**src/odsp_pkg.sv**
```systemverilog
// Package: constants and carrier types for the octal converter serial port
package odsp_pkg;
  localparam int unsigned WORD_W     = 16;         // Input shift register width
  localparam int unsigned CNT_W      = 5;          // Falling-edge counter width
  localparam logic [4:0]  CNT_FULL   = 5'h10;      // Sixteenth falling edge
  localparam logic [4:0]  CNT_ABORT  = 5'h0e;      // Below fifteen edges: abort
  localparam logic [4:0]  CNT_SAT    = 5'h11;      // Counter saturates here
  localparam logic [15:0] WORD_RST   = 16'h0000;   // Reset value of words
  localparam int unsigned DEPTH      = 1;          // Latched word store depth

  // Frame state, one-hot
  typedef enum logic [2:0] {
    ODSP_IDLE  = 3'b001,
    ODSP_SHIFT = 3'b010,
    ODSP_DONE  = 3'b100
  } odsp_state_e;

  // Synchronised pin levels
  typedef struct packed {
    logic sync_n;
    logic sclk;
    logic din;
  } odsp_pins_s;
endpackage

```
**src/odsp_word_mem.sv**
```systemverilog
// Word store: holds the last applied word, read data from a register
`timescale 1ns/1ps
module odsp_word_mem
  import odsp_pkg::*;
(
  input  wire logic              mclk,
  input  wire logic              rst,
  input  wire logic              wr_en,
  input  wire logic [WORD_W-1:0] wr_data,
  output logic      [WORD_W-1:0] rd_data
);
  // Single entry; reset clears it so outputs start at zero
  logic [WORD_W-1:0] mem_r;    // Stored word
  logic [WORD_W-1:0] mem_nxt;  // Next stored word

  // Write port: the word changes only on a commit strobe
  always_comb begin
    mem_nxt = mem_r;
    if (wr_en) begin
      mem_nxt = wr_data;
    end
  end

  // Storage register, synchronous reset
  always_ff @(posedge mclk) begin
    if (rst) begin
      mem_r <= WORD_RST;
    end else begin
      mem_r <= mem_nxt;
    end
  end
  assign rd_data = mem_r;
endmodule

```
**src/odsp_top.sv**
```systemverilog
// Top: serial input port of the octal converter, oversampled by mclk
// Function
// - Strobe low starts frame; capture on falls
// - Sixteen-bit register; sample only after strobe
// - Strobe rise after sixteen falls applies word
// - Early strobe rise aborts, nothing changes
// - Serial out silent until sixteen edges
// - Word output zero after reset until write
`timescale 1ns/1ps
module odsp_top
  import odsp_pkg::*;
(
  input  wire logic              mclk,
  input  wire logic              rst,
  input  wire logic              sync_n,     // Frame strobe pin, active low
  input  wire logic              sclk,       // Shift clock pin
  input  wire logic              din,        // Serial data pin
  output logic                   dout,       // Daisy-chain serial output
  output logic      [WORD_W-1:0] word_out,   // Applied word
  output logic                   word_upd    // One-cycle update pulse
);
  // All module state in one struct
  typedef struct packed {
    odsp_pins_s        s1;      // First synchroniser stage
    odsp_pins_s        s2;      // Second synchroniser stage
    logic              sclk_d;  // Previous synchronised clock
    logic              sync_d;  // Previous synchronised strobe
    odsp_state_e       st;      // Frame state
    logic [CNT_W-1:0]  cnt;     // Falling edges this frame
    logic [WORD_W-1:0] sh;      // Input shift register
    logic              dout;    // Serial output flop
    logic              upd;     // Update pulse flop
  } odsp_st_s;

  odsp_st_s          q_r;       // Registered state
  odsp_st_s          q_nxt;     // Next state
  logic              fall;      // Shift clock falling edge seen
  logic              rise_sy;   // Strobe rising edge seen
  logic [WORD_W-1:0] mem_q;     // Stored word from memory
  logic              mem_we;    // Commit strobe to memory

  // Edge detectors read only second-stage flops and their delayed copies
  assign fall    = q_r.sclk_d & ~q_r.s2.sclk;
  assign rise_sy = ~q_r.sync_d & q_r.s2.sync_n;

  // Each stage copies the one before it; a skipped stage would let a
  // metastable pin level reach the edge detectors
  AST_SYNC: assert property (@(posedge mclk) disable iff (rst)
    q_r.s2 == $past(q_r.s1))
    else $error("synchroniser stage skipped");

  // Next-state logic
  always_comb begin
    q_nxt        = q_r;
    q_nxt.s1     = '{sync_n: sync_n, sclk: sclk, din: din};
    q_nxt.s2     = q_r.s1;
    q_nxt.sclk_d = q_r.s2.sclk;
    q_nxt.sync_d = q_r.s2.sync_n;
    q_nxt.upd    = 1'b0;
    mem_we       = 1'b0;
    case (q_r.st)
      ODSP_IDLE: begin
        // Strobe seen low opens a frame; count restarts
        if (!q_r.s2.sync_n) begin
          q_nxt.st   = ODSP_SHIFT;
          q_nxt.cnt  = '0;
          q_nxt.dout = 1'b0;
        end
      end
      ODSP_SHIFT: begin
        // Strobe rise wins over a fall in the same cycle; the frame is over
        if (rise_sy) begin
          // Commit only complete frames; short frames are dropped
          if (q_r.cnt >= CNT_FULL) begin
            mem_we    = 1'b1;
            q_nxt.upd = 1'b1;
          end else if (q_r.cnt <= CNT_ABORT) begin
            q_nxt.upd = 1'b0;
          end
          // Exactly fifteen edges: treated as aborted too, the safe side
          q_nxt.st   = ODSP_IDLE;
          q_nxt.dout = 1'b0;
        end else if (fall) begin
          // Sample the data only inside the frame
          q_nxt.sh = {q_r.sh[WORD_W-2:0], q_r.s2.din};
          if (q_r.cnt != CNT_SAT) begin
            q_nxt.cnt = q_r.cnt + 5'h01;
          end
          // Past sixteen edges the oldest bit leaves the chain
          if (q_r.cnt >= CNT_FULL) begin
            q_nxt.dout = q_r.sh[WORD_W-1];
          end
        end
      end
      // Illegal code: fall back to idle rather than hang
      default: begin
        q_nxt.st = ODSP_IDLE;
      end
    endcase
  end

  // State register, synchronous reset
  always_ff @(posedge mclk) begin
    if (rst) begin
      q_r        <= '0;
      // Stages start strobe-high so no false frame opens at release
      q_r.s1     <= '{sync_n: 1'b1, sclk: 1'b0, din: 1'b0};
      q_r.s2     <= '{sync_n: 1'b1, sclk: 1'b0, din: 1'b0};
      q_r.sync_d <= 1'b1;
      q_r.st     <= ODSP_IDLE;
    end else begin
      q_r <= q_nxt;
    end
  end

  // Word store: cleared at reset so outputs sit at zero
  odsp_word_mem u_mem (
    .mclk    (mclk),
    .rst     (rst),
    .wr_en   (mem_we),
    .wr_data (q_r.sh),
    .rd_data (mem_q)
  );

  // Every output is a register; no logic sits between flop and pin
  assign word_out = mem_q;
  assign dout     = q_r.dout;
  assign word_upd = q_r.upd;

  // Full frame commits the word on the next cycle
  AST_COMMIT: assert property (@(posedge mclk) disable iff (rst)
    (q_r.st == ODSP_SHIFT && rise_sy && q_r.cnt >= CNT_FULL)
    |=> (word_upd && word_out == $past(q_r.sh)))
    else $error("full frame not applied");

  // Frames of fourteen falls or fewer are dropped whole
  AST_ABORT: assert property (@(posedge mclk) disable iff (rst)
    (q_r.st == ODSP_SHIFT && rise_sy && q_r.cnt <= CNT_ABORT)
    |=> (!word_upd && $stable(word_out)))
    else $error("short frame changed output");

  // Chain output stays low through the first sixteen falls
  AST_SILENT: assert property (@(posedge mclk) disable iff (rst)
    (q_r.st == ODSP_SHIFT && q_r.cnt <= CNT_FULL) |-> !dout)
    else $error("serial out active too early");

  // Word changes only in the cycle that carries the update pulse; pulse
  // and new word appear together, so both are sampled at one edge
  AST_HOLD: assert property (@(posedge mclk) disable iff (rst)
    !word_upd |-> $stable(word_out))
    else $error("output moved without update");

  // Idle falls must not disturb the shift register
  AST_SAMPLE: assert property (@(posedge mclk) disable iff (rst)
    (q_r.st == ODSP_IDLE) |=> $stable(q_r.sh))
    else $error("shift outside frame");

  // Newest bit enters at the bottom on each fall
  AST_SHIFT: assert property (@(posedge mclk) disable iff (rst)
    (q_r.st == ODSP_SHIFT && fall && !rise_sy)
    |=> (q_r.sh[0] == $past(q_r.s2.din)))
    else $error("bit not captured");

  // Beyond sixteen falls the top bit walks out to the chain
  AST_DELAY: assert property (@(posedge mclk) disable iff (rst)
    (q_r.st == ODSP_SHIFT && fall && !rise_sy && q_r.cnt >= CNT_FULL)
    |=> (dout == $past(q_r.sh[WORD_W-1])))
    else $error("delay line bit wrong");

  // A low strobe in idle opens the frame with a clean count
  AST_START: assert property (@(posedge mclk) disable iff (rst)
    (q_r.st == ODSP_IDLE && !q_r.s2.sync_n)
    |=> (q_r.st == ODSP_SHIFT && q_r.cnt == 5'h00))
    else $error("frame did not open");

  // Update is a single-cycle pulse; a second cycle would double-apply
  AST_PULSE: assert property (@(posedge mclk) disable iff (rst)
    word_upd |=> !word_upd)
    else $error("update pulse too long");

  // Any frame short of sixteen falls leaves the outputs alone
  AST_SHORT: assert property (@(posedge mclk) disable iff (rst)
    (q_r.st == ODSP_SHIFT && rise_sy && q_r.cnt < CNT_FULL)
    |=> (!word_upd && $stable(word_out)))
    else $error("short frame reached output");

  // Memory write only at a commit point
  AST_WE: assert property (@(posedge mclk) disable iff (rst)
    mem_we |-> (q_r.st == ODSP_SHIFT && rise_sy && q_r.cnt >= CNT_FULL))
    else $error("word written outside commit");

  // Between frames the chain output rests low
  AST_IDLE_DOUT: assert property (@(posedge mclk) disable iff (rst)
    (q_r.st == ODSP_IDLE) |-> !dout)
    else $error("serial out active between frames");

  // Inside a frame, counter and shift register move only on a shift-clock fall
  AST_STILL: assert property (@(posedge mclk) disable iff (rst)
    (q_r.st == ODSP_SHIFT && !fall && !rise_sy)
    |=> ($stable(q_r.cnt) && $stable(q_r.sh)))
    else $error("shift without clock fall");

  // Each fall adds one to the count until it saturates
  AST_COUNT: assert property (@(posedge mclk) disable iff (rst)
    (q_r.st == ODSP_SHIFT && fall && !rise_sy && q_r.cnt != CNT_SAT)
    |=> (q_r.cnt == $past(q_r.cnt) + 5'h01))
    else $error("fall not counted");

  // Saturation keeps a long chain frame from wrapping below sixteen
  AST_SAT: assert property (@(posedge mclk) disable iff (rst)
    q_r.cnt <= CNT_SAT)
    else $error("fall counter past saturation");

  // Chain output changes only on a shift edge or at frame end
  AST_DOUT_HOLD: assert property (@(posedge mclk) disable iff (rst)
    (q_r.st == ODSP_SHIFT && !fall && !rise_sy) |=> $stable(dout))
    else $error("serial out moved off an edge");

  // Only the two live states are ever reached
  AST_STATE: assert property (@(posedge mclk) disable iff (rst)
    (q_r.st == ODSP_IDLE || q_r.st == ODSP_SHIFT))
    else $error("frame state illegal");
endmodule

```
**config.mk**
```make
export PLATFORM = sky130hd
export DESIGN_NAME = odsp_top
export DESIGN_NICKNAME = d
export VERILOG_FILES = /design/src/odsp_pkg.sv /design/src/odsp_word_mem.sv /design/src/odsp_top.sv
export SDC_FILE = /design/constraint.sdc
export NUM_CORES = 1
export LEC_CHECK = 0
export BUFFER_PORTS_ARGS = -buffer_cell sky130_fd_sc_hd__buf_2
export CORE_MARGIN = 2
export CORE_UTILIZATION = 61
export CTS_CLUSTER_SIZE = 14
export DETAILED_ROUTE_END_ITERATION = 7
export PLACE_DENSITY = 0.83
export SLEW_MARGIN = 20
export SYNTH_ARGS = -nofsm -noshare
export SYNTH_HDL_FRONTEND = slang
export SYNTH_SLANG_ARGS = --single-unit
```
**constraint.sdc**
```tcl
create_clock -name mclk -period 2.1 [get_ports mclk]
set_input_delay 0.21 -clock mclk [delete_from_list [all_inputs] [get_ports mclk]]
set_output_delay 0.21 -clock mclk [all_outputs]
set_load 0.03 [all_outputs]
```
==> flow_summary.html <==
<table>
<tr><th>Metric</th><th>Value</th></tr>
<tr><th colspan="2">Drt</th></tr>
<tr><td>Count of TritonRoute iterations in the first routing pass</td><td>4</td></tr>
<tr><td>Detailed-route vias per instance</td><td>5.69</td></tr>
<tr><td>Post-route antenna net violation count</td><td>0</td></tr>
<tr><td>Iteration-0 DRC count of the detailed router</td><td>95</td></tr>
<tr><td>Drt wl/cell</td><td>13.1 um</td></tr>
<tr><td>Detailed-route via count</td><td>1581</td></tr>
<tr><td>Drt total wl</td><td>3640 um</td></tr>
<tr><td>DRC Markers</td><td>0</td></tr>
<tr><th colspan="2">Clock tree</th></tr>
<tr><td>Root buffer cell</td><td>sky130_fd_sc_hd__clkbuf_4</td></tr>
<tr><td>Number of buffers on the longest clock path</td><td>2</td></tr>
<tr><td>CTS sink count</td><td>49</td></tr>
<tr><td>Worst skew pair latency</td><td>370 ps</td></tr>
<tr><td>Clk slew on worst S/H paths</td><td>140 ps</td></tr>
<tr><td>CTS H-Tree Depth</td><td>2</td></tr>
<tr><td>CTS tree</td><td>yes</td></tr>
<tr><td>Cells resized by post-CTS repair</td><td>0</td></tr>
<tr><td>Number of clock buffers inserted by TritonCTS</td><td>5</td></tr>
<tr><td>CTS Hold Buffers Added</td><td>0</td></tr>
<tr><td>Number of setup buffers added after CTS</td><td>0</td></tr>
<tr><th colspan="2">Timing</th></tr>
<tr><td>Least setup slack across all paths after layout</td><td>508 ps</td></tr>
<tr><td>Final worst path period need</td><td>1590 ps</td></tr>
<tr><td>Measured slew at the worst slew-check pin</td><td>654 ps</td></tr>
<tr><td>Post-Route Skew</td><td>15.6 ps</td></tr>
<tr><td>RSZ-0062 raised after global routing</td><td>no</td></tr>
<tr><td>Max-slew headroom at the worst pin</td><td>56.4%</td></tr>
<tr><td>Number of max-slew violations in the final report</td><td>0</td></tr>
<tr><td>Post-Route Setup TNS</td><td>0 ps</td></tr>
<tr><td>Final count of negative-setup-slack endpoints</td><td>0</td></tr>
<tr><td>Fraction of the cycle the final worst path needs</td><td>75.8%</td></tr>
<tr><td>Fmax</td><td>628 MHz</td></tr>
<tr><td>Number of endpoints with negative hold slack in the final report</td><td>0</td></tr>
<tr><th colspan="2">Synth</th></tr>
<tr><td>Share of the synthesized netlist area taken by xor and xnor gates</td><td>0%</td></tr>
<tr><td>Area share of fa/ha/maj cells after synthesis</td><td>1.25%</td></tr>
<tr><td>Main combinational cell family by area after synthesis</td><td>simple AND/OR/NAND/NOR gates</td></tr>
<tr><td>Share of the synthesized area in compound gates (AO/OA/AOI/OAI)</td><td>17.4%</td></tr>
<tr><td>Mux contribution to synthesized area</td><td>3.63%</td></tr>
<tr><td>Synth Register Bits</td><td>49</td></tr>
<tr><td>Number of warning messages in the yosys log</td><td>0</td></tr>
<tr><td>Instance count of the mapped netlist</td><td>219</td></tr>
<tr><td>Post-synthesis area per instance</td><td>9.13 sq um</td></tr>
<tr><td>Post-synthesis net count</td><td>226</td></tr>
<tr><td>Number of distinct library cells after synthesis</td><td>34</td></tr>
<tr><td>Post-synthesis instance area</td><td>0.00200 sq mm</td></tr>
<tr><td>Post-Synth Simple-Gate Area</td><td>22.3%</td></tr>
<tr><td>Sequential cell area fraction in the yosys report</td><td>49.1%</td></tr>
<tr><th colspan="2">Hold path</th></tr>
<tr><td>Worst hold path type</td><td>input pin to flop</td></tr>
<tr><th colspan="2">GRT</th></tr>
<tr><td>Wire length of the first global-routing pass</td><td>6030 um</td></tr>
<tr><td>Total track usage</td><td>21.7%</td></tr>
<tr><td>Largest net degree at the start of global routing</td><td>33</td></tr>
<tr><td>Total congestion overflow after global routing</td><td>0</td></tr>
<tr><td>Antenna violations before repair</td><td>0</td></tr>
<tr><td>Vias in the first global route</td><td>1361</td></tr>
<tr><th colspan="2">Die</th></tr>
<tr><td>Die Y-Extent</td><td>61.3 um</td></tr>
<tr><td>Starting utilization of the core area</td><td>65.0%</td></tr>
<tr><td>Placeable Area</td><td>0.00308 sq mm</td></tr>
<tr><td>Area enclosed by the die boundary</td><td>0.00375 sq mm</td></tr>
<tr><td>I/O Pins</td><td>23</td></tr>
<tr><td>Num rows</td><td>20</td></tr>
<tr><td>Horizontal extent of the die</td><td>61.3 um</td></tr>
<tr><th colspan="2">Place</th></tr>
<tr><td>Port Buffer Count</td><td>22</td></tr>
<tr><td>Area after detailed placement</td><td>0.00209 sq mm</td></tr>
<tr><td>Post-detail-place hpwl</td><td>2350 um</td></tr>
<tr><td>Post-Place Setup Slack</td><td>531 ps</td></tr>
<tr><td>Placer congestion estimate</td><td>0.764</td></tr>
<tr><td>Cell count after placement</td><td>270</td></tr>
<tr><th colspan="2">Cells and area</th></tr>
<tr><td>Fraction of final layout cells with drive strength greater than 1</td><td>20.9%</td></tr>
<tr><td>Area overhead of the layout relative to synthesis</td><td>8.95%</td></tr>
<tr><td>Post-Layout Inst Area</td><td>0.00218 sq mm</td></tr>
<tr><td>Number of standard cells in the layout, taps in and fillers out</td><td>278</td></tr>
<tr><td>Fill count</td><td>272</td></tr>
<tr><td>Number of nets in the finished design</td><td>240</td></tr>
<tr><td>Antenna diode count</td><td>0</td></tr>
<tr><th colspan="2">Setup path</th></tr>
<tr><td>Critical Path Sink Type</td><td>flop</td></tr>
<tr><td>Required time of the worst setup path</td><td>2420 ps</td></tr>
<tr><td>Arr. time, crit path</td><td>1910 ps</td></tr>
<tr><td>Worst-path cell with the longest stage delay</td><td>sky130_fd_sc_hd__nor2b_2</td></tr>
<tr><td>Worst setup SP type</td><td>flop</td></tr>
<tr><td>Largest stage delay on the critical path</td><td>520 ps</td></tr>
<tr><td>CP delay by family, top</td><td>simple AND/OR/NAND/NOR gates</td></tr>
<tr><td>Crit-path cells</td><td>nor2b_2, buf_4, o21ai_0, a21oi_1</td></tr>
<tr><td>Number of buffers and inverters on the critical path</td><td>1</td></tr>
<tr><td>Worst-path maximum fanout</td><td>22</td></tr>
<tr><td>Type of the setup path with the least slack</td><td>flop to flop</td></tr>
<tr><td>R2R Setup Slk</td><td>510 ps</td></tr>
<tr><th colspan="2">Power and ir drop</th></tr>
<tr><td>Cell leakage power</td><td>0.804 nW</td></tr>
<tr><td>PD cells</td><td>718 mW/mm^2</td></tr>
<tr><td>Max rail drop VDD</td><td>0.000519 V</td></tr>
<tr><th colspan="2">Job</th></tr>
<tr><td>Max_cap viols</td><td>0</td></tr>
<tr><th colspan="2">Status</th></tr>
<tr><td>Run status</td><td>complete, no violations</td></tr>
</table>
## flip-flops by register name (all words and copies together) (netlist names)
signal,count
dout,1
q_r,26
q_nxt,5
word_upd,1
u_mem.rd_data,16
## cell usage in the layout, fill, tap and decap left out, drive strengths merged, types with 2 or more instances in the layout
cell and n:
nand2 3, mux2 4, a21oi 33, nor2b 8
nor3b 4, ha 2, nor3 4, nand3 36
dfxtp 49, mux2i 2, or2 3, nor2 6
clkbuf 6, buf 28, nand4bb 2, nand2b 2
o21ai 32
## per-stage QoR
stage / total power, mW / util (%) / hold slack [ps]
after detailed placement: 1.01 / 67.9 / 395
after floorplan: 0.999 / - / 314
final: 1.56 / 70.8 / 23.3
after global placement: 1.01 / 67.9 / 393
after global routing: 1.62 / 70.8 / 9.08
after CTS: 1.58 / 70.8 / 9.81
## logic make-up (layout without fill, tap and decap cells)
family / Yosys count / after routing
AOI/OAI and AO/OA: 67 / 67
and+or+nand+nor: 73 / 73
DFF: 49 / 49
buffers and inverters: 22 / 37
muxes: 6 / 6
adders and majority gates: 2 / 2
## cells in the mapped netlist, drive strengths merged
library cell | instances | area [sq um]
dfxtp | 49 | 981
nand3 | 36 | 193
a21oi | 33 | 165
o21ai | 32 | 160
buf | 13 | 91.3
clkbuf | 8 | 31.3
nor2b | 8 | 50.1
nor2 | 6 | 22.5
mux2 | 4 | 52.6
nor3 | 4 | 30.0
nor3b | 4 | 35.0
nand2 | 3 | 11.3
or2 | 3 | 18.8
ha | 2 | 25.0
mux2i | 2 | 20.0
nand2b | 2 | 12.5
nand4bb | 2 | 27.5
a21o | 1 | 7.51
a221oi | 1 | 15.0
and3b | 1 | 8.76
and4bb | 1 | 12.5
inv | 1 | 3.75
nand3b | 1 | 7.51
nand4b | 1 | 8.76
or3b | 1 | 8.76
## worst reg2reg max path: cells and delay by family (launching register included)
kind	cells	cell delay [ps]
AND/OR/NAND/NOR	1	520
flip-flops	1	410
buffers and inverters	1	340
AO/OA/AOI/OAI	2	280
## power breakdown
| group | leakage, nW | switching [mW] | internal, mW |
|---|---|---|---|
| Sequential | 0.396 | 0.00456 | 0.937 |
| Combinational | 0.363 | 0.0307 | 0.0154 |
| Clock | 0.0445 | 0.293 | 0.283 |
| Total | 0.804 | 0.328 | 1.24 |
## area by class of cell
cell class | count | area [sq um] | area share [%]
Timing Repair Buffer | 28 | 155 | 7.12
Inverter | 1 | 3.75 | 0.172
Multi-Input combinational cell | 148 | 895 | 41.1
Clock inverter | 2 | 37.5 | 1.72
Clock buffer | 6 | 51.3 | 2.35
Sequential cell | 49 | 981 | 45.0
Tap cell | 44 | 55.1 | 2.53
## per-layer routing
layer  global-route usage, %  vias up  share of wire [%]
met5                       0        -                  0
met4                    10.2        0                2.1
met3                    3.78        7                2.6
met2                    33.6       23                 44
met1                    29.4      751                 51
li1                        -      800                  -
## final timing paths
kind	startpoint	endpoint	cells past startpoint
max	q_nxt[26]	q_r[8]	4
min reg2reg	q_nxt[30]	q_nxt[26]	1
min	sync_n	q_nxt[30]	2
max reg2reg	q_nxt[26]	q_r[8]	4
Note: power is estimated with default switching activity, not from simulation.
